<file path="src/include/i2cea_pkg.sv">
// Constants, types and a helper function for the I2C event and arbitration block
// What this block does
// - One interrupt request output, shared by every event source of the block.
// - Interrupt request follows the pending flag, gated by the interrupt enable bit.
// - Pending flag clears only when software writes one to it; zero leaves it.
// - Pending flag sets on byte done, address match or arbitration loss.
// - Byte done flag sets at the falling edge of the ninth clock.
// - Calling address equal to own address sets addressed flag and pending.
// - Losing arbitration sets the arbitration lost flag and the pending flag.
// - Lost when released data bit of address or data transmit reads low.
// - Lost when released acknowledge bit of controller receive reads low.
// - Lost when software requests a start while the bus is busy.
// - Lost when a repeated start is requested in target mode.
// - Lost when a stop appears that the controller did not request.
// - Arbitration lost flag stays set until software writes one to it.
// - Serial rate is bus clock over two times multiplier times divider.
// - First data byte after controller select is the address; bit zero is direction.
// - Controller transfer begins when software writes the data register, or in receive mode reads it.
// - Target joins a transaction only when the address equals its own address.
// - Each event keeps its own status flag so software can find the source.
// - Data write loads the byte to send; data read returns the last received.
// - Disabled after reset; no output can reset the surrounding system.
// - Losing controller releases data at once, becomes target, sends no stop.
package i2cea_pkg;
   localparam logic [7:0] ADDR_OWN = 8'h00;
   localparam logic [7:0] ADDR_FREQ = 8'h04;
   localparam logic [7:0] ADDR_CTRL = 8'h08;
   localparam logic [7:0] ADDR_STAT = 8'h0c;
   localparam logic [7:0] ADDR_DATA = 8'h10;
   localparam logic [1:0] RESP_OKAY = 2'h0;
   localparam logic [1:0] RESP_SLVERR = 2'h2;
   localparam logic [7:0] OWN_RESET = 8'h00;
   localparam logic [7:0] FREQ_RESET = 8'h00;
   localparam logic [7:0] DATA_RESET = 8'h00;
   // Frequency divider layout: multiplier code in 7:6, divider index in 5:0
   localparam int FREQ_CLOCK_MULTIPLIER_FIELD_HI = 7;
   localparam int FREQ_CLOCK_MULTIPLIER_FIELD_LO = 6;
   localparam int FREQ_DIV_HI = 5;
   localparam logic [15:0] DIV_BASE = 16'h0014;
   localparam logic [3:0] BIT_LAST_DATA = 4'h7;
   localparam logic [3:0] BIT_ACK = 4'h8;

   typedef struct packed {
      logic module_enable_bit;
      logic interrupt_enable_bit;
      logic controller_select_bit;
      logic transmit_dir_bit;
      logic ack_suppress_bit;
      logic repeat_start_bit;
      logic [1:0] unused;
   } i2cea_ctrl_s;

   localparam i2cea_ctrl_s CTRL_RESET = '0;

   typedef struct packed {
      logic byte_done_flag;
      logic addressed_as_target_flag;
      logic bus_busy_flag;
      logic arbitration_lost_flag;
      logic unused;
      logic target_direction_flag;
      logic pending_flag;
      logic received_ack_flag;
   } i2cea_stat_s;

   localparam i2cea_stat_s STAT_RESET = '0;

   typedef enum logic [2:0] {
      C_IDLE = 3'b000,
      C_START = 3'b001,
      C_WAIT = 3'b010,
      C_LOW = 3'b011,
      C_HIGH = 3'b100,
      C_RESTART = 3'b101,
      C_STOP = 3'b110
   } i2cea_cstate_e;

   // Bus clocks per half serial period: multiplier times divider
   function automatic logic [15:0] i2cea_half_period(input logic [7:0] freq);
      logic [15:0] div;
      logic [1:0] code;
      div = DIV_BASE + {8'h00, freq[FREQ_DIV_HI:0], 2'b00};
      code = freq[FREQ_CLOCK_MULTIPLIER_FIELD_HI:FREQ_CLOCK_MULTIPLIER_FIELD_LO];
      case (code)
         2'h1: i2cea_half_period = {div[14:0], 1'b0};
         2'h2: i2cea_half_period = {div[13:0], 2'b00};
         default: i2cea_half_period = div;
      endcase
   endfunction : i2cea_half_period
endpackage : i2cea_pkg

</file>
<file path="src/core/i2cea_top.sv">
// I2C controller and target engine with status flags, arbitration and AXI4-Lite registers
`timescale 1ns/100ps
module i2cea_top
   import i2cea_pkg::*;
(
   input wire logic aclk,
   input wire logic aresetn,
   input wire logic [7:0] s_axi_awaddr,
   input wire logic s_axi_awvalid,
   output logic s_axi_awready,
   input wire logic [31:0] s_axi_wdata,
   input wire logic [3:0] s_axi_wstrb,
   input wire logic s_axi_wvalid,
   output logic s_axi_wready,
   output logic [1:0] s_axi_bresp,
   output logic s_axi_bvalid,
   input wire logic s_axi_bready,
   input wire logic [7:0] s_axi_araddr,
   input wire logic s_axi_arvalid,
   output logic s_axi_arready,
   output logic [31:0] s_axi_rdata,
   output logic [1:0] s_axi_rresp,
   output logic s_axi_rvalid,
   input wire logic s_axi_rready,
   input wire logic scl_i,
   output logic scl_o,
   output logic scl_oe,
   input wire logic sda_i,
   output logic sda_o,
   output logic sda_oe,
   output logic irq
);
   logic aw_have, w_have, wr_go, wr_lane0;
   logic [7:0] aw_addr_q, w_data_q;
   logic wr_own, wr_freq, wr_ctrl, wr_stat, wr_data, rd_data, rd_go;
   logic [7:0] rd_value;
   logic [7:0] own_address_reg, frequency_divider_reg, shift_data_reg, tx_byte;
   i2cea_ctrl_s bus_control_reg, ctrl_wr;
   i2cea_stat_s stat;
   logic [2:0] scl_sync, sda_sync;
   logic scl_f, sda_f, scl_d, sda_d;
   logic scl_rise, scl_fall, start_det, stop_det;
   logic en, rs_req, go_pend;
   i2cea_cstate_e c_state;
   logic [16:0] cnt, half_x, two_half, three_half;
   logic [3:0] c_bit, t_cnt;
   logic [7:0] c_shift, t_shift;
   logic c_scl, c_sda, c_first, c_lost, c_done, c_rx_done, c_ack_ev, c_ack_val, tx_mode;
   logic t_on, t_addr, t_sel, t_rw, t_ack, t_hold, t_nack, t_match, t_done, t_rx;
   logic t_ack_ev, t_sda_drv;
   logic arb_start_busy, arb_rs_target, arb_stop, arb_ev;

   assign en = bus_control_reg.module_enable_bit;
   assign ctrl_wr = i2cea_ctrl_s'(w_data_q);
   assign half_x = {1'b0, i2cea_half_period(frequency_divider_reg)};
   assign two_half = {half_x[15:0], 1'b0};
   assign three_half = two_half + half_x;
   assign tx_mode = c_first | bus_control_reg.transmit_dir_bit;

   // AXI4-Lite write path: address and data taken in either order
   assign wr_go = aw_have & w_have & ~s_axi_bvalid;
   assign wr_lane0 = wr_go & (aw_addr_q[1:0] == 2'b00);
   assign wr_own = wr_lane0 & (aw_addr_q == ADDR_OWN);
   assign wr_freq = wr_lane0 & (aw_addr_q == ADDR_FREQ);
   assign wr_ctrl = wr_lane0 & (aw_addr_q == ADDR_CTRL);
   assign wr_stat = wr_lane0 & (aw_addr_q == ADDR_STAT);
   assign wr_data = wr_lane0 & (aw_addr_q == ADDR_DATA);
   assign rd_go = s_axi_arvalid & s_axi_arready;
   assign rd_data = rd_go & (s_axi_araddr == ADDR_DATA);

   always_ff @(posedge aclk) begin
      if (!aresetn) begin
         aw_have <= 1'b0;
         w_have <= 1'b0;
         aw_addr_q <= 8'h00;
         w_data_q <= 8'h00;
         s_axi_awready <= 1'b1;
         s_axi_wready <= 1'b1;
         s_axi_bvalid <= 1'b0;
         s_axi_bresp <= RESP_OKAY;
      end else begin
         if (s_axi_awvalid && s_axi_awready) begin
            aw_have <= 1'b1;
            aw_addr_q <= s_axi_awaddr;
            s_axi_awready <= 1'b0;
         end
         if (s_axi_wvalid && s_axi_wready) begin
            w_have <= 1'b1;
            // Only lane 0 carries a register; other lanes are ignored
            w_data_q <= s_axi_wstrb[0] ? s_axi_wdata[7:0] : 8'h00;
         end
         if (s_axi_wvalid && s_axi_wready && !s_axi_wstrb[0]) begin
            s_axi_wready <= 1'b0;
         end else if (s_axi_wvalid && s_axi_wready) begin
            s_axi_wready <= 1'b0;
         end
         if (wr_go) begin
            aw_have <= 1'b0;
            w_have <= 1'b0;
            s_axi_bvalid <= 1'b1;
            s_axi_bresp <= (aw_addr_q <= ADDR_DATA && aw_addr_q[1:0] == 2'b00) ?
                           RESP_OKAY : RESP_SLVERR;
         end
         if (s_axi_bvalid && s_axi_bready) begin
            s_axi_bvalid <= 1'b0;
            s_axi_awready <= 1'b1;
            s_axi_wready <= 1'b1;
         end
      end
   end

   always_comb begin
      case (s_axi_araddr)
         ADDR_OWN: rd_value = {own_address_reg[7:1], 1'b0};
         ADDR_FREQ: rd_value = frequency_divider_reg;
         ADDR_CTRL: rd_value = {bus_control_reg[7:3], 3'b000};
         ADDR_STAT: rd_value = stat;
         ADDR_DATA: rd_value = shift_data_reg;
         default: rd_value = 8'h00;
      endcase
   end

   always_ff @(posedge aclk) begin
      if (!aresetn) begin
         s_axi_arready <= 1'b1;
         s_axi_rvalid <= 1'b0;
         s_axi_rdata <= 32'h0000_0000;
         s_axi_rresp <= RESP_OKAY;
      end else if (rd_go) begin
         s_axi_arready <= 1'b0;
         s_axi_rvalid <= 1'b1;
         s_axi_rdata <= {24'h00_0000, rd_value};
         s_axi_rresp <= (s_axi_araddr <= ADDR_DATA && s_axi_araddr[1:0] == 2'b00) ?
                        RESP_OKAY : RESP_SLVERR;
      end else if (s_axi_rvalid && s_axi_rready) begin
         s_axi_rvalid <= 1'b0;
         s_axi_arready <= 1'b1;
      end
   end

   // Plain configuration registers
   always_ff @(posedge aclk) begin
      if (!aresetn) begin
         own_address_reg <= OWN_RESET;
         frequency_divider_reg <= FREQ_RESET;
         tx_byte <= DATA_RESET;
      end else begin
         if (wr_own) own_address_reg <= {w_data_q[7:1], 1'b0};
         if (wr_freq) frequency_divider_reg <= w_data_q;
         if (wr_data) tx_byte <= w_data_q;
      end
   end

   // Arbitration causes outside the bit engine: software requests and a foreign stop
   assign arb_start_busy = wr_ctrl & ctrl_wr.controller_select_bit &
                           ~bus_control_reg.controller_select_bit & stat.bus_busy_flag;
   assign arb_rs_target = wr_ctrl & ctrl_wr.repeat_start_bit &
                          ~bus_control_reg.controller_select_bit;
   assign arb_stop = stop_det & bus_control_reg.controller_select_bit &
                     (c_state != C_STOP);
   assign arb_ev = en & (arb_start_busy | arb_rs_target | arb_stop | c_lost);

   always_ff @(posedge aclk) begin
      if (!aresetn) begin
         bus_control_reg <= CTRL_RESET;
         rs_req <= 1'b0;
      end else begin
         if (wr_ctrl) begin
            bus_control_reg <= {ctrl_wr[7:3], 3'b000};
            rs_req <= ctrl_wr.repeat_start_bit & bus_control_reg.controller_select_bit;
         end else if (c_state == C_RESTART || c_state == C_IDLE) begin
            rs_req <= 1'b0;
         end
         // Losing drops controller select at once; no stop is generated
         if (arb_ev) bus_control_reg.controller_select_bit <= 1'b0;
      end
   end

   // Status flags; a set in the same cycle as a clear wins
   always_ff @(posedge aclk) begin
      if (!aresetn) begin
         stat <= STAT_RESET;
      end else begin
         if (wr_stat && w_data_q[1]) stat.pending_flag <= 1'b0;
         if (wr_stat && w_data_q[4]) stat.arbitration_lost_flag <= 1'b0;
         if (wr_data || rd_data) stat.byte_done_flag <= 1'b0;
         if (wr_ctrl || stop_det) stat.addressed_as_target_flag <= 1'b0;
         if (start_det) stat.bus_busy_flag <= 1'b1;
         if (stop_det) stat.bus_busy_flag <= 1'b0;
         if (c_done || t_done) stat.byte_done_flag <= 1'b1;
         if (t_match) begin
            stat.addressed_as_target_flag <= 1'b1;
            stat.target_direction_flag <= t_rw;
         end
         if (c_ack_ev) stat.received_ack_flag <= c_ack_val;
         if (t_ack_ev) stat.received_ack_flag <= t_nack;
         if (arb_ev) stat.arbitration_lost_flag <= 1'b1;
         if (c_done || t_done || t_match || arb_ev) stat.pending_flag <= 1'b1;
      end
   end

   always_ff @(posedge aclk) begin
      if (!aresetn) begin
         shift_data_reg <= DATA_RESET;
      end else if (c_rx_done) begin
         shift_data_reg <= c_shift;
      end else if (t_rx) begin
         shift_data_reg <= t_shift;
      end
   end

   // Pin synchronisers: a level counts once the second and third stages agree
   always_ff @(posedge aclk) begin
      if (!aresetn) begin
         scl_sync <= 3'h7;
         sda_sync <= 3'h7;
         scl_f <= 1'b1;
         sda_f <= 1'b1;
         scl_d <= 1'b1;
         sda_d <= 1'b1;
      end else begin
         scl_sync <= {scl_sync[1:0], scl_i};
         sda_sync <= {sda_sync[1:0], sda_i};
         if (scl_sync[1] == scl_sync[2]) scl_f <= scl_sync[2];
         if (sda_sync[1] == sda_sync[2]) sda_f <= sda_sync[2];
         scl_d <= scl_f;
         sda_d <= sda_f;
      end
   end

   assign scl_rise = scl_f & ~scl_d;
   assign scl_fall = ~scl_f & scl_d;
   assign start_det = scl_f & scl_d & sda_d & ~sda_f;
   assign stop_det = scl_f & scl_d & ~sda_d & sda_f;

   // Controller engine; drive flags mean pull the line low
   always_ff @(posedge aclk) begin
      if (!aresetn || !en) begin
         c_state <= C_IDLE;
         cnt <= 17'h0_0000;
         c_bit <= 4'h0;
         c_shift <= 8'h00;
         c_scl <= 1'b0;
         c_sda <= 1'b0;
         c_first <= 1'b0;
         c_lost <= 1'b0;
         c_done <= 1'b0;
         c_rx_done <= 1'b0;
         c_ack_ev <= 1'b0;
         c_ack_val <= 1'b0;
         go_pend <= 1'b0;
      end else begin
         c_lost <= 1'b0;
         c_done <= 1'b0;
         c_rx_done <= 1'b0;
         c_ack_ev <= 1'b0;
         case (c_state)
            C_IDLE: begin
               c_scl <= 1'b0;
               c_sda <= 1'b0;
               cnt <= 17'h0_0000;
               go_pend <= 1'b0;
               // A loss clears controller select one cycle late; no restart meanwhile
               if (bus_control_reg.controller_select_bit && !arb_ev) begin
                  c_state <= C_START;
                  c_sda <= 1'b1;
               end
            end
            C_START: begin
               cnt <= cnt + 17'h0_0001;
               if (cnt == half_x) begin
                  c_scl <= 1'b1;
                  c_first <= 1'b1;
                  c_state <= C_WAIT;
               end
            end
            C_WAIT: begin
               cnt <= 17'h0_0000;
               if (!bus_control_reg.controller_select_bit) begin
                  c_sda <= 1'b1;
                  c_state <= C_STOP;
               end else if (rs_req) begin
                  c_sda <= 1'b0;
                  c_state <= C_RESTART;
               end else if (go_pend) begin
                  go_pend <= 1'b0;
                  c_shift <= tx_byte;
                  c_bit <= 4'h0;
                  c_state <= C_LOW;
               end
            end
            C_LOW: begin
               cnt <= cnt + 17'h0_0001;
               if (cnt == 17'h0_0000) begin
                  if (c_bit == BIT_ACK) begin
                     c_sda <= ~tx_mode & ~bus_control_reg.ack_suppress_bit;
                  end else begin
                     c_sda <= tx_mode & ~c_shift[7];
                  end
               end
               if (cnt == half_x) begin
                  c_scl <= 1'b0;
                  cnt <= 17'h0_0000;
                  c_state <= C_HIGH;
               end
            end
            C_HIGH: begin
               // Counting waits while another party still holds the clock low
               if (scl_f) cnt <= cnt + 17'h0_0001;
               if (cnt == half_x || (cnt != 17'h0_0000 && !scl_f)) begin
                  cnt <= 17'h0_0000;
                  c_scl <= 1'b1;
                  c_state <= C_LOW;
                  if (!c_sda && !sda_f && ((c_bit == BIT_ACK) ? ~tx_mode : tx_mode)) begin
                     c_lost <= 1'b1;
                     c_scl <= 1'b0;
                     c_sda <= 1'b0;
                     c_state <= C_IDLE;
                  end else if (c_bit == BIT_ACK) begin
                     c_done <= 1'b1;
                     c_rx_done <= ~tx_mode;
                     c_ack_ev <= tx_mode;
                     c_ack_val <= sda_f;
                     c_first <= 1'b0;
                     c_state <= C_WAIT;
                  end else begin
                     c_shift <= {c_shift[6:0], sda_f};
                     c_bit <= c_bit + 4'h1;
                  end
               end
            end
            C_RESTART: begin
               cnt <= cnt + 17'h0_0001;
               if (cnt == half_x) c_scl <= 1'b0;
               if (cnt == two_half) c_sda <= 1'b1;
               if (cnt == three_half) begin
                  c_scl <= 1'b1;
                  c_first <= 1'b1;
                  c_state <= C_WAIT;
               end
            end
            C_STOP: begin
               cnt <= cnt + 17'h0_0001;
               if (cnt == half_x) c_scl <= 1'b0;
               if (cnt == two_half) begin
                  c_sda <= 1'b0;
                  c_state <= C_IDLE;
               end
            end
            default: c_state <= C_IDLE;
         endcase
         // Lost by a software cause or a foreign stop: let go of both lines
         if (arb_start_busy || arb_rs_target || arb_stop) begin
            c_scl <= 1'b0;
            c_sda <= 1'b0;
            c_state <= C_IDLE;
         end
         // Receive mode also advances on a read of the data register
         if (wr_data || (rd_data && !tx_mode)) go_pend <= 1'b1;
      end
   end

   // Target engine tracks every frame, so a lost address cycle can still match
   always_ff @(posedge aclk) begin
      if (!aresetn || !en) begin
         t_on <= 1'b0;
         t_addr <= 1'b0;
         t_sel <= 1'b0;
         t_rw <= 1'b0;
         t_ack <= 1'b0;
         t_hold <= 1'b0;
         t_nack <= 1'b0;
         t_cnt <= 4'h0;
         t_shift <= 8'h00;
         t_match <= 1'b0;
         t_done <= 1'b0;
         t_rx <= 1'b0;
         t_ack_ev <= 1'b0;
      end else begin
         t_match <= 1'b0;
         t_done <= 1'b0;
         t_rx <= 1'b0;
         t_ack_ev <= 1'b0;
         if (start_det) begin
            t_on <= 1'b1;
            t_addr <= 1'b1;
            t_sel <= 1'b0;
            t_ack <= 1'b0;
            t_hold <= 1'b0;
            t_nack <= 1'b0;
            t_cnt <= 4'hf; // Clock fall after a start is no bit
         end else if (stop_det) begin
            t_on <= 1'b0;
            t_sel <= 1'b0;
            t_ack <= 1'b0;
            t_hold <= 1'b0;
         end else begin
            if (t_hold && (wr_data || rd_data)) t_hold <= 1'b0;
            if (t_on && scl_rise && t_cnt <= BIT_LAST_DATA) t_shift <= {t_shift[6:0], sda_f};
            if (t_on && scl_rise && t_cnt == BIT_ACK && t_sel && t_rw && !t_addr) begin
               t_nack <= sda_f;
               t_ack_ev <= 1'b1;
            end
            if (t_on && scl_fall) begin
               if (t_cnt == BIT_LAST_DATA) begin
                  t_cnt <= BIT_ACK;
                  if (t_addr) begin
                     // Own transfers never select this target
                     if (t_shift[7:1] == own_address_reg[7:1] && c_state == C_IDLE) begin
                        t_sel <= 1'b1;
                        t_match <= 1'b1;
                        t_ack <= 1'b1;
                        t_rw <= t_shift[0];
                     end
                  end else if (t_sel && !t_rw) begin
                     t_rx <= 1'b1;
                     t_ack <= ~bus_control_reg.ack_suppress_bit;
                  end
               end else if (t_cnt == BIT_ACK) begin
                  t_cnt <= 4'h0;
                  t_ack <= 1'b0;
                  t_addr <= 1'b0;
                  if (t_sel) begin
                     t_done <= 1'b1;
                     t_hold <= 1'b1;
                  end
               end else begin
                  t_cnt <= t_cnt + 4'h1;
               end
            end
         end
      end
   end

   assign t_sda_drv = t_ack | (t_sel & t_rw & ~t_addr & ~t_nack & ~t_hold &
                      (t_cnt <= BIT_LAST_DATA) & ~tx_byte[3'(BIT_LAST_DATA - t_cnt)]);

   // Pin drivers and the single interrupt request
   always_ff @(posedge aclk) begin
      if (!aresetn) begin
         scl_o <= 1'b0;
         sda_o <= 1'b0;
         scl_oe <= 1'b0;
         sda_oe <= 1'b0;
         irq <= 1'b0;
      end else begin
         scl_o <= 1'b0;
         sda_o <= 1'b0;
         scl_oe <= c_scl | t_hold;
         sda_oe <= c_sda | t_sda_drv;
         irq <= stat.pending_flag & bus_control_reg.interrupt_enable_bit;
      end
   end
endmodule : i2cea_top

</file>
<file path="config.mk">
export PLATFORM = sky130hd
export DESIGN_NAME = i2cea_top
export DESIGN_NICKNAME = d
export VERILOG_FILES = /design/src/include/i2cea_pkg.sv /design/src/core/i2cea_top.sv
export SDC_FILE = /design/constraint.sdc
export NUM_CORES = 1
export LEC_CHECK = 0
export BUFFER_PORTS_ARGS = -buffer_cell sky130_fd_sc_hd__buf_2
export CAP_MARGIN = 5
export CORE_MARGIN = 1.5
export CORE_UTILIZATION = 34
export DETAILED_ROUTE_END_ITERATION = 7
export HOLD_SLACK_MARGIN = 0.03
export PLACE_DENSITY_LB_ADDON = 0.2
export SKIP_LAST_GASP = 1
export SLEW_MARGIN = 20
export SYNTH_ARGS = -nofsm -noshare
export SYNTH_HDL_FRONTEND = slang
export SYNTH_SLANG_ARGS = --single-unit
</file>
<file path="constraint.sdc">
create_clock -name aclk -period 5.39 [get_ports aclk]
set_input_delay 0.2695 -clock aclk [delete_from_list [all_inputs] [get_ports aclk]]
set_output_delay 0.2695 -clock aclk [all_outputs]
set_load 0.005 [all_outputs]
</file>
-- After elaboration in Yosys (flattened, before gate mapping)
Index checks and enable logic that the tools add are counted.
Widths: inputs -> output; s select.
- register bits: 156
- RAM bits: 0
- bits in latches: 0
- ROM bits: 0
- memories: 0
- divide/modulo/power cells: 0
- reductions and logical operators: 102
- mux-type cells: 110
- order comparisons: 4
- $add $sub $neg: 6
- bitwise logic cells: 65
- multiply operators: 0
- shifts and indexed selects: 0
- equal/unequal tests: 50
- operators with widths (kind ; count):
    $mux 8 ; 9
    $pmux 17 s4 ; 1
    $mux 1 ; 64
    $mux 17 ; 3
    $mux 4 ; 11
    $pmux 8 s5 ; 1
    $and 1x1->1 ; 35
    $eq 17x17->1 ; 2
    $eq 8x4->1 const B ; 4
    $ne 2x2->1 const B ; 14
    $reduce_bool 2->1 ; 14
    $mux 3 ; 9
    $logic_and 1x1->1 ; 24
    $not 1->1 ; 23
    $pmux 11 s2 ; 1
    $pmux 3 s7 ; 1
    $reduce_and 7->1 ; 3
    $reduce_or 6->1 ; 3
    $add 17x1->17 const B ; 1
    $add 17x16->17 ; 1
    $eq 17x16->1 ; 1
    $logic_not 17->1 ; 1
    $reduce_bool 17->1 ; 1
    $eq 8x3->1 const B ; 2
    46 further kinds ; 108

-- Longest topological paths before layout
Gate-level depths: netlist of run 1.
- word-level depth: 15
- gate-level depth with buffers: 18

-- Worst setup path after synthesis of run 1
No wires, ideal clock.
- path kind: reg-to-reg
- from: register frequency_divider_reg[6]
- to: register c_state[2]
- arrival: 3.539 ns
- setup slack: 1.725 ns
- data required time: 5.264 ns
- setup time: 0.126 ns
- cell stages (with the launch flop): 18
- path through: dfxtp_1 -> inv_1 -> ha_1 -> buf_2 -> nand2b_1 -> o32ai_1 -> a2111oi_4 -> inv_1 -> ha_1 -> nor2_1 -> nor2_1 -> a311o_1 -> o31ai_1 -> xnor2_1 -> o21ai_0 -> nand2b_1 -> and2_1 -> a211oi_1
- longest elaborated chain between the ends: 6
- elaborated cells between the ends (all ways): 14
- those cells by class: add/sub (1); eq/ne (10); mux (1); reduce/logical (2)
- RTL lines (what ; line ; source):
    start: declaration ; i2cea_top.sv:37 ; logic [7:0] own_address_reg, frequency_divider_reg, shift_data_reg, tx_byte;
    start signal: assignment ; i2cea_top.sv:149 ; if (wr_freq) frequency_divider_reg <= w_data_q;
    $eq 2x2->1 or $eq 2x1->1 (tied branches) ; i2cea_pkg.sv:84 ; case (code)
    $pmux 11 s2 (*) ; i2cea_pkg.sv:84 ;
    $add 17x16->17 or $eq 17x16->1 (tied branches) ; n/a ;
    $eq 17x17->1 or $logic_or 1x1->1 (tied branches) ; i2cea_top.sv:336, i2cea_top.sv:310 ;
    $ne 2x1->1 (no source line) or $ne 2x2->1 (tied branches) ; n/a ;
    $reduce_and 7->1 (no source line) (*) ; n/a ;
    end signal: assignment ; i2cea_top.sv:339 ; c_state <= C_WAIT;
    end signal: assignment ; i2cea_top.sv:347 ; c_state <= C_IDLE;
    end signal: assignment ; i2cea_top.sv:350 ; default: c_state <= C_IDLE;
    end: declaration ; i2cea_top.sv:44 ; i2cea_cstate_e c_state;
Mark *: on every way between the ends. The rest lies on a longest branch, timed or not.
A chain may end at the register's enable or synchronous reset.

-- Worst setup path in the final report of run 1
- from: register frequency_divider_reg[6]
- to: register c_state[0]
The elaborated chain is that of the path after synthesis.

==> impl_metrics.env, run 1 <==
export IMPL_synth_common_cells="sky130_fd_sc_hd__dfxtp_1 (154), sky130_fd_sc_hd__nand2_1 (129), sky130_fd_sc_hd__nor2_1 (91)"
export IMPL_vias=7874
export IMPL_place_gp_congestion=0.858
export IMPL_biggest_area_contributors_in_the_synthesized_netlist="sky130_fd_sc_hd__dfxtp_1 (34%), sky130_fd_sc_hd__nand2_1 (5.4%), sky130_fd_sc_hd__mux2i_1 (4.7%)"
export IMPL_largest_register="cnt"
export IMPL_dieArea_mm2=0.0274
export IMPL_area_fraction_in_compound_gates_after_synthesis_pct=21.4
export IMPL_final_hold_viol_count=0
export IMPL_core_area_mm2=0.0260
export IMPL_initial_cell_density_of_the_core_pct=34.6
export IMPL_detailedRoute_firstPassIterationCount=5
export IMPL_max_freq_mhz=233
export IMPL_final_net_count=1187
export IMPL_placement_io_buffers=51
export IMPL_rsz_0062_raised_after_global_routing="no"
export IMPL_place_area_mm2=0.00930
export IMPL_dp_hpwl_um=17700
export IMPL_grt_util_met2_pct=30.2
export IMPL_critPathArrivalTime_ns=4.65
export IMPL_cp_max_fo=12
export IMPL_synth_mux_area_share_pct=6.43
export IMPL_antenna_found_initial=0
export IMPL_worst_slew_pin_transition_ns=0.965
export IMPL_post_drt_via_cell_ratio=5.41
export IMPL_post_synth_inst_count=1094
export IMPL_setup_worst_path_start="frequency_divider_reg[6]"
export IMPL_first_global_vias=7234
export IMPL_slew_limit_headroom_pct=35.3
export IMPL_cp_start_kind="register"
export IMPL_clock_latency_ns=0.44
export IMPL_number_of_filler_instances_in_the_final_layout=2694
export IMPL_post_cts_resize_count=0
export IMPL_setup_worst_path_end="c_state[0]"
export IMPL_grt_met1_usage_pct=24.6
export IMPL_numPlacedInstances=1420
export IMPL_most_frequently_used_cell_type_in_the_post_synthesis_netlist="sky130_fd_sc_hd__dfxtp_1"
export IMPL_final_seq_area_mm2=0.00308
export IMPL_grt_start_max_net_pins=82
export IMPL_multiInputGateArea_mm2=0.00535
export IMPL_grt_util_all_layers_pct=18.4
export IMPL_layoutNonFillerInstCount=1455
export IMPL_post_route_period_util_pct=79.8
export IMPL_adder_cell_area_share_of_the_yosys_netlist_pct=2.73
export IMPL_maxCapViolCount=0
export IMPL_globalRouteMet3Util_pct=2.85
export IMPL_grt_pass1_wl_um=39200
export IMPL_h_tree_depth=4
export IMPL_postSynth_topFlopCell="sky130_fd_sc_hd__dfxtp_1"
export IMPL_post_synth_xor_area_fraction_pct=3.20
export IMPL_fin_tns_setup_ns=0
export IMPL_postCtsSetupBuffers=0
export IMPL_antenna_cells_inserted=0
export IMPL_fin_worst_skew_ns=0.0223
export IMPL_largest_reg_flops=17
export IMPL_synth_top_family_by_area="simple AND/OR/NAND/NOR gates"
export IMPL_routed_wire_length_per_instance_um=16.9
export IMPL_cts_root_buffer_cell="sky130_fd_sc_hd__clkbuf_16"
export IMPL_power_density_mw_per_mm2=252
export IMPL_numCtsBuffers=17
export IMPL_worst_endpoint_required_ns=5.74
export IMPL_grt_overflow_total=0
export IMPL_drt_drc_violations_left=0
export IMPL_post_synth_instance_area_mm2=0.00899
export IMPL_ys_types=92
export IMPL_final_worst_setup_slack_ns=1.09
export IMPL_syn_mean_instance_area_um2=8.22
export IMPL_drive_gt1_share_pct=11.3
export IMPL_r2r_end="c_state[0]"
export IMPL_final_antenna_net_count=0
export IMPL_hold_path_class="input port to register"
export IMPL_floorplan_rows=59
export IMPL_endpoint_kind_of_the_worst_setup_timing_path="register"
export IMPL_area_growth_synth_to_final_pct=10.6
export IMPL_cts_hold_repair_buffers=3
export IMPL_postRouteWirelength_um=24600
export IMPL_gr_max_usage_layer="met2"
export IMPL_die_x_um=166
export IMPL_criticalPathCategory="register to register"
export IMPL_cts_reportedPaths_clkPinSlew_ns=0.08
export IMPL_cts_max_path_buffers=2
export IMPL_fp_dieH_um=166
export IMPL_worst_r2r_cell_count=17
export IMPL_synthesis_yosys_warnings=0
export IMPL_outcome="finished clean"
export IMPL_num_io_pins=107
export IMPL_synth_simple_area_share_pct=24.3
export IMPL_final_setup_viol_count=0
export IMPL_post_synth_edffs=0
export IMPL_synth_seq_area_share_pct=34.3
export IMPL_post_synth_top_area_fraction_pct=34.3
export IMPL_yosysTopAreaCell="sky130_fd_sc_hd__dfxtp_1"
export IMPL_postSynth_asyncResetShare_pct=0
export IMPL_p_leak_nw=3.59
export IMPL_vdd_ir_drop_worst_mv=0.185
export IMPL_period_needed_ns=4.30
export IMPL_final_cell_area_mm2=0.00994
export IMPL_rrSetupSlack_ns=1.09
export IMPL_dp_worst_setup_slack_ns=1.13
export IMPL_cts_tree="yes"
export IMPL_timing_rr_start="frequency_divider_reg[6]"
export IMPL_slew_violations=0
export IMPL_cts_num_sinks=154
export IMPL_number_of_storage_elements_in_the_synthesis_netlist=154
export IMPL_drt_first_iter_violations=621
-- critical path, stage by stage, from the launching register on --
cell and delay (ns):
sky130_fd_sc_hd__dfxtp_1 0.38, sky130_fd_sc_hd__inv_1 0.06, sky130_fd_sc_hd__ha_1 0.48, sky130_fd_sc_hd__nand2b_1 0.31, sky130_fd_sc_hd__o32ai_1 0.16, sky130_fd_sc_hd__a2111oi_4 0.50, sky130_fd_sc_hd__inv_1 0.14, sky130_fd_sc_hd__ha_1 0.34
sky130_fd_sc_hd__nor2_1 0.12, sky130_fd_sc_hd__nor2_1 0.07, sky130_fd_sc_hd__a311o_1 0.39, sky130_fd_sc_hd__o31ai_1 0.30, sky130_fd_sc_hd__xnor2_1 0.16, sky130_fd_sc_hd__o21ai_0 0.11, sky130_fd_sc_hd__buf_4 0.18, sky130_fd_sc_hd__nand2b_1 0.15
sky130_fd_sc_hd__and2_1 0.18, sky130_fd_sc_hd__o31ai_1 0.18
-- routing by layer --
layer | wire length (µm) | vias up
met5 | 0 | -
met4 | 441 | 0
met3 | 1000 | 30
met2 | 11300 | 209
met1 | 11800 | 3738
li1 | - | 3897
-- where the power goes --
group	total (mW)	switching [mW]	leakage (nW)	internal [mW]
Combinational	0.0831	0.0475	2.05	0.0356
Sequential	1.17	0.0147	1.25	1.15
Clock	1.26	0.554	0.299	0.706
Total	2.51	0.616	3.59	1.89
-- cells in the final DEF (no fill, tap or decap), drive strengths merged, types with 19 or more instances in the layout --
cell type  count
mux2i         42
a211oi        19
o21ai         50
nor3          23
inv           42
a21oi         48
conb          28
nor2b         34
buf           60
nor2          91
nand2        129
and2          21
nand3         42
a21boi        36
xnor2         26
dfxtp        154
-- metrics by stage --
step           hold WS (ns)  util [%]  total power [mW]
5_1_grt               0.116      38.3              2.59
3_5_place_dp          0.394      35.8              1.28
6_report             0.0991      38.3              2.51
2_1_floorplan         0.370         -              1.26
3_3_place_gp          0.392      35.8              1.27
4_1_cts              0.0863      38.2              2.53
-- cell families after synthesis --
family	Yosys count
flops	154
simple gates	436
mux	50
compound gates	271
buf+inv	131
xor+xnor	32
fa+ha+maj	19
other cells	1
-- worst min-delay path by stage --
stage	startpoint	endpoint	slack, ns	cells after the start
4_1_cts	s_axi_awaddr[7]	aw_addr_q[7]	0.09	3
5_1_grt	s_axi_awaddr[0]	aw_addr_q[0]	0.12	3
3_3_place_gp	sda_sync[0]	sda_sync[1]	0.39	1
6_report	s_axi_wdata[5]	ctrl_wr[5]	0.1	3
3_5_place_dp	sda_sync[0]	sda_sync[1]	0.39	1
2_1_floorplan	s_axi_wvalid	s_axi_wready	0.37	1
-- final cells by class --
class | instances | share of cell area [%]
clock buffer | 18 | 4.32
clock inverter | 14 | 1.81
inverter | 35 | 1.32
timing repair buffer | 63 | 3.55
sequential | 154 | 31.0
multi-input combinational | 836 | 53.8
tap | 335 | 4.22
No activity file was read; power rests on OpenSTA's default activity.
==> inputs of run 2 (changes only) <==
ABC_AREA = 1   (was not set)
clock period = 4.3 ns   (was 5.39 ns; I/O delays follow)
==> impl_metrics.env, run 2 <==
export IMPL_slew_violations=0
export IMPL_yosysTopAreaCell="sky130_fd_sc_hd__dfxtp_1"
export IMPL_post_synth_instance_area_mm2=0.00848
export IMPL_cp_max_fo=11
export IMPL_cts_num_sinks=154
export IMPL_r2r_end="c_state[2]"
export IMPL_post_synth_inst_count=1250
export IMPL_most_common_layout_cells="sky130_fd_sc_hd__nand2_1 (240), sky130_fd_sc_hd__inv_1 (166), sky130_fd_sc_hd__dfxtp_1 (154)"
export IMPL_largest_reg_flops=17
export IMPL_synth_seq_area_share_pct=36.3
export IMPL_finish_utilization_pct=39.3
export IMPL_drt_first_iter_violations=509
export IMPL_max_freq_mhz=261
export IMPL_num_io_pins=107
export IMPL_power_share_sequential_pct=45.4
export IMPL_timing_rr_start="frequency_divider_reg[6]"
export IMPL_postSynth_topFlopCell="sky130_fd_sc_hd__dfxtp_1"
export IMPL_final_worst_setup_slack_ns=0.466
export IMPL_floorplan_rows=57
export IMPL_placement_io_buffers=51
export IMPL_fp_dieH_um=161
export IMPL_vias=8007
export IMPL_worst_slew_pin_transition_ns=0.879
export IMPL_drive_gt1_share_pct=9.68
export IMPL_endpoint_kind_of_the_worst_setup_timing_path="register"
export IMPL_worst_r2r_cell_count=22
export IMPL_setup_worst_path_start="frequency_divider_reg[6]"
export IMPL_drt_drc_violations_left=0
export IMPL_detailedRoute_firstPassIterationCount=5
export IMPL_routed_wire_length_per_instance_um=14.7
export IMPL_antenna_found_initial=0
export IMPL_hold_path_class="input port to register"
export IMPL_path_common_cell="sky130_fd_sc_hd__nand2_1"
export IMPL_final_net_count=1368
export IMPL_power_density_mw_per_mm2=338
export IMPL_final_common_cell="sky130_fd_sc_hd__nand2_1"
export IMPL_power_clock_fraction_pct=50.4
export IMPL_vdd_ir_drop_worst_mv=0.242
export IMPL_final_antenna_net_count=0
export IMPL_rrSetupSlack_ns=0.47
export IMPL_critPathArrivalTime_ns=4.17
export IMPL_area_growth_synth_to_final_pct=13.1
export IMPL_core_area_mm2=0.0244
export IMPL_cts_root_buffer_cell="sky130_fd_sc_hd__clkbuf_16"
export IMPL_number_of_storage_elements_in_the_synthesis_netlist=154
export IMPL_p_leak_nw=3.98
export IMPL_postCtsSetupBuffers=0
export IMPL_first_global_vias=7461
export IMPL_combPwrFrac_pct=4.2
export IMPL_cts_reportedPaths_clkPinSlew_ns=0.08
export IMPL_fin_worst_skew_ns=0.0139
export IMPL_most_frequently_used_cell_type_in_the_post_synthesis_netlist="sky130_fd_sc_hd__nand2_1"
export IMPL_critPathSlowestCell="sky130_fd_sc_hd__ha_1"
export IMPL_dp_worst_setup_slack_ns=0.442
export IMPL_biggest_area_contributors_in_the_synthesized_netlist="sky130_fd_sc_hd__dfxtp_1 (36%), sky130_fd_sc_hd__nand2_1 (11%), sky130_fd_sc_hd__a21oi_1 (7.6%)"
export IMPL_period_needed_ns=3.83
export IMPL_post_route_period_util_pct=89.2
export IMPL_initial_cell_density_of_the_core_pct=34.8
export IMPL_cts_tree="yes"
export IMPL_synth_common_cells="sky130_fd_sc_hd__nand2_1 (240), sky130_fd_sc_hd__inv_1 (166), sky130_fd_sc_hd__dfxtp_1 (154)"
export IMPL_clock_latency_ns=0.43
export IMPL_criticalPathCategory="register to register"
export IMPL_fin_total_pwr_mw=3.24
export IMPL_final_hold_viol_count=0
export IMPL_final_setup_viol_count=0
export IMPL_worst_endpoint_required_ns=4.63
export IMPL_p_sw_mw=0.840
export IMPL_post_synth_edffs=0
export IMPL_synthesis_yosys_warnings=0
export IMPL_place_gp_congestion=0.858
export IMPL_postSynth_asyncResetShare_pct=0
export IMPL_die_x_um=161
export IMPL_outcome="finished clean"
export IMPL_slew_limit_headroom_pct=40.9
export IMPL_switching_share_pct=25.9
export IMPL_crit_path_cell_trace="inv_1 > ha_1 > inv_2 > nand2_1 > inv_1 > nand2_1 > nand3_2 > ha_1 > a21oi_1 > nor2_1 > nor2_1 > nand2_1 > nand2_1 > nand2_1 > nor2_1 > nand4_1 > nand2_1 > nand3_1 > nor2_1 > nand2_1 > nand2_1 > inv_1"
export IMPL_postRouteWirelength_um=23900
export IMPL_h_tree_depth=4
export IMPL_dieArea_mm2=0.0259
export IMPL_launch_instance_of_the_worst_min_delay_path="s_axi_awaddr[7]"
export IMPL_post_drt_via_cell_ratio=4.93
export IMPL_dp_hpwl_um=18000
export IMPL_hold_path_cell_count=3
export IMPL_grt_start_max_net_pins=57
export IMPL_fin_tns_setup_ns=0
export IMPL_largest_register="cnt"
export IMPL_ys_types=49
export IMPL_grt_overflow_total=0
export IMPL_maxCapViolCount=0
export IMPL_worst_hold_path_endpoint="aw_addr_q[7]"
export IMPL_cp_start_kind="register"
export IMPL_grt_pass1_wl_um=39000
export IMPL_critical_path_max_stage_delay_ns=0.61
export IMPL_cts_max_path_buffers=2
export IMPL_post_synth_top_area_fraction_pct=36.3
export IMPL_cell_int_power_mw=2.40
export IMPL_rsz_0062_raised_after_global_routing="no"
export IMPL_antenna_cells_inserted=0
export IMPL_numCtsBuffers=17
export IMPL_grt_util_all_layers_pct=18.9
export IMPL_syn_mean_instance_area_um2=6.79
run 2: critical path: cells and delay by family, from the launching register on:
family                     cells  cell delay [ns]
DFF                            1             0.36
buffers and inverters          4             0.34
and+or+nand+nor               15             1.68
AOI/OAI and AO/OA              1             0.34
adders and majority gates      2             0.98
run 2: cell type report:
| type | instances | area, µm² |
|---|---|---|
| tap | 324 | 405 |
| multi-input combinational | 880 | 4450 |
| inverter | 172 | 646 |
| fill | 2682 | 14800 |
| timing repair buffer | 63 | 360 |
| clock inverter | 15 | 225 |
| sequential | 154 | 3080 |
| clock buffer | 17 | 425 |
run 2: routing by layer:
metal  GRT usage, %  up-vias  share of wire [%]  wire length [µm]
met3           3.00       30                3.9               922
met1           25.2     3656                 47             11300
met5              0        -                  0                 0
met2           31.3      169                 47             11300
met4           6.19        0                1.9               459
li1               -     4152                  -                 -
run 2: stage by stage:
step	instances	hold WS [ns]	cell area, µm²
floorplan	1277	0.322	8590
finish	1625	0.0455	9600
detailed placement	1587	0.399	8890
global placement	1587	0.399	8890
global route	1625	0.0645	9600
CTS	1625	0.0316	9600
run 2: power by group through the flow:
| stage | sequential [mW] | clock [mW] | combinational [mW] |
|---|---|---|---|
| after floorplan | 1.50 | 0 | 0.105 |
| after global placement | 1.50 | 0 | 0.132 |
| after detailed placement | 1.51 | 0 | 0.134 |
| after CTS | 1.47 | 1.67 | 0.139 |
| after global routing | 1.48 | 1.72 | 0.160 |
| final | 1.47 | 1.63 | 0.137 |
run 2: timing repair:
item / CTS / global route
hold endpoints to repair: 7 / 0
hold buffers: 6 / 0
resized for setup: 0 / 0
run 2: worst max path at each step:
stage | end | slack, ns | cells past startpoint
final | c_state[2] | 0.47 | 22
after global routing | c_state[2] | 0.03 | 22
after CTS | c_state[2] | 0.42 | 20
after detailed placement | c_state[2] | 0.44 | 20
after global placement | c_state[2] | 0.51 | 20
after floorplan | c_state[2] | 1.23 | 21
run 2: cells by family (layout without fill, tap and decap cells):
| kind of cell | Yosys count | count (layout) | share of synthesized area, % |
|---|---|---|---|
| AOI/OAI and AO/OA | 280 | 280 | 18.5 |
| xor gates and xnor gates | 20 | 20 | 2.06 |
| adders and majority gates | 19 | 19 | 2.89 |
| buffers and inverters | 243 | 267 | 12.4 |
| DFF | 154 | 154 | 36.3 |
| other | 1 | 28 | 0.0442 |
| and+or+nand+nor | 533 | 533 | 27.8 |
==> inputs of run 3 (changes only) <==
ABC_AREA = not set   (was 1)
==> impl_metrics.env, run 3 (same netlist as run 1, synthesis figures left out) <==
export IMPL_area_growth_synth_to_final_pct=12.4
export IMPL_vdd_ir_drop_worst_mv=0.252
export IMPL_final_antenna_net_count=0
export IMPL_most_common_layout_cells="sky130_fd_sc_hd__dfxtp_1 (154), sky130_fd_sc_hd__nand2_1 (129), sky130_fd_sc_hd__nor2_1 (90)"
export IMPL_period_needed_ns=4.01
export IMPL_final_common_cell="sky130_fd_sc_hd__dfxtp_1"
export IMPL_endpoint_kind_of_the_worst_setup_timing_path="register"
export IMPL_largest_register="cnt"
export IMPL_final_setup_viol_count=0
export IMPL_core_area_mm2=0.0260
export IMPL_drt_drc_violations_left=0
export IMPL_setup_worst_path_end="cnt[2]"
export IMPL_cts_root_buffer_cell="sky130_fd_sc_hd__clkbuf_16"
export IMPL_detailedRoute_firstPassIterationCount=5
export IMPL_num_io_pins=107
export IMPL_grt_met1_usage_pct=25.5
export IMPL_clock_latency_ns=0.44
export IMPL_slew_violations=0
export IMPL_setup_worst_path_start="frequency_divider_reg[6]"
export IMPL_place_gp_congestion=0.885
export IMPL_grt_start_max_net_pins=89
export IMPL_drive_gt1_share_pct=13.3
export IMPL_cp_max_fo=14
export IMPL_fin_worst_skew_ns=0.0186
export IMPL_vias=7870
export IMPL_antenna_found_initial=0
export IMPL_post_route_period_util_pct=93.3
export IMPL_rsz_0062_raised_after_global_routing="no"
export IMPL_finish_utilization_pct=38.9
export IMPL_dp_worst_setup_slack_ns=0.0850
export IMPL_cp_start_kind="register"
export IMPL_slew_limit_headroom_pct=29.9
export IMPL_power_density_mw_per_mm2=304
export IMPL_fin_total_pwr_mw=3.07
export IMPL_gr_max_usage_layer="met2"
export IMPL_hold_path_class="input port to register"
export IMPL_dieArea_mm2=0.0274
export IMPL_final_net_count=1206
export IMPL_cts_tree="yes"
export IMPL_die_x_um=166
export IMPL_h_tree_depth=4
export IMPL_routed_wire_length_per_instance_um=17.2
export IMPL_max_freq_mhz=249
export IMPL_timing_rr_start="frequency_divider_reg[6]"
export IMPL_worst_slew_pin_transition_ns=1.05
export IMPL_number_of_filler_instances_in_the_final_layout=2726
export IMPL_cts_reportedPaths_clkPinSlew_ns=0.08
export IMPL_worst_endpoint_required_ns=4.62
export IMPL_grt_overflow_total=0
export IMPL_fin_tns_setup_ns=0
export IMPL_postRouteWirelength_um=25300
export IMPL_outcome="finished clean"
export IMPL_maxCapViolCount=0
export IMPL_drt_first_iter_violations=505
export IMPL_grt_util_all_layers_pct=19.0
export IMPL_floorplan_rows=59
export IMPL_criticalPathCategory="register to register"
export IMPL_placement_io_buffers=51
export IMPL_r2r_end="cnt[2]"
export IMPL_final_worst_setup_slack_ns=0.288
export IMPL_p_leak_nw=3.68
export IMPL_numCtsBuffers=17
export IMPL_cts_num_sinks=154
export IMPL_initial_cell_density_of_the_core_pct=34.6
export IMPL_post_drt_via_cell_ratio=5.34
export IMPL_cts_max_path_buffers=2
export IMPL_grt_util_met2_pct=31.2
export IMPL_postCtsSetupBuffers=0
export IMPL_fp_dieH_um=166
export IMPL_grt_pass1_wl_um=40400
export IMPL_worst_r2r_cell_count=12
export IMPL_largest_reg_flops=17
export IMPL_rrSetupSlack_ns=0.29
export IMPL_globalRouteMet3Util_pct=3.47
export IMPL_first_global_vias=7334
export IMPL_dp_hpwl_um=18100
export IMPL_final_hold_viol_count=0
export IMPL_antenna_cells_inserted=0
export IMPL_critPathArrivalTime_ns=4.33
## run 3: how the worst min path moves through the flow
stage | startpoint | to | slack [ns] | depth (start not counted)
4_1_cts | s_axi_awaddr[5] | aw_addr_q[5] | 0.03 | 3
5_1_grt | s_axi_awaddr[0] | aw_addr_q[0] | 0.05 | 3
3_3_place_gp | sda_sync[0] | sda_sync[1] | 0.39 | 1
3_5_place_dp | sda_sync[0] | sda_sync[1] | 0.40 | 1
2_1_floorplan | s_axi_wvalid | s_axi_wready | 0.32 | 1
6_report | s_axi_awaddr[5] | aw_addr_q[5] | 0.05 | 3
## run 3: what timing repair did
item | CTS | global route
endpoints found under the setup margin | 0 | 16
gates resized for setup | 0 | 7
hold buffers | 3 | 0
endpoints found under the hold margin | 3 | 0
## run 3: layer usage
metal	routed length, µm	vias up
li1	-	3925
met1	12100	3711
met2	11800	205
met3	1030	29
met4	335	0
met5	0	-
## run 3: final cells by class
cell class	instances	area [µm²]	area share (%)
clock inverters	15	175	1.73
multi-input cells	836	5370	53.1
well taps	335	419	4.15
inverters	35	131	1.30
flip-flops and latches	154	3080	30.5
clock buffers	17	425	4.21
repair buffers	82	499	4.94
## run 3: power breakdown
part | total (mW) | switching (mW) | internal [mW]
combinational | 0.105 | 0.0605 | 0.0449
sequential | 1.46 | 0.0189 | 1.44
clock | 1.50 | 0.718 | 0.784
total | 3.07 | 0.797 | 2.27
## run 3: critical path: stages (launching register included)
cell	delay, ns
sky130_fd_sc_hd__dfxtp_1	0.39
sky130_fd_sc_hd__inv_1	0.07
sky130_fd_sc_hd__ha_2	0.36
sky130_fd_sc_hd__buf_4	0.17
sky130_fd_sc_hd__or3b_1	0.38
sky130_fd_sc_hd__a21boi_0	0.31
sky130_fd_sc_hd__o21ai_1	0.12
sky130_fd_sc_hd__a2111oi_1	0.48
sky130_fd_sc_hd__nand3_1	0.18
sky130_fd_sc_hd__o31a_1	0.37
sky130_fd_sc_hd__a211oi_4	0.40
sky130_fd_sc_hd__nor3_2	0.23
sky130_fd_sc_hd__a311o_1	0.44
## run 3: stage by stage
step	hold WS [ns]	instances	cell area (µm²)
finish	0.0486	1474	10100
global route	0.0475	1474	10100
CTS	0.0308	1474	10100
detailed placement	0.396	1439	9440
global placement	0.392	1439	9440
floorplan	0.315	1121	9090
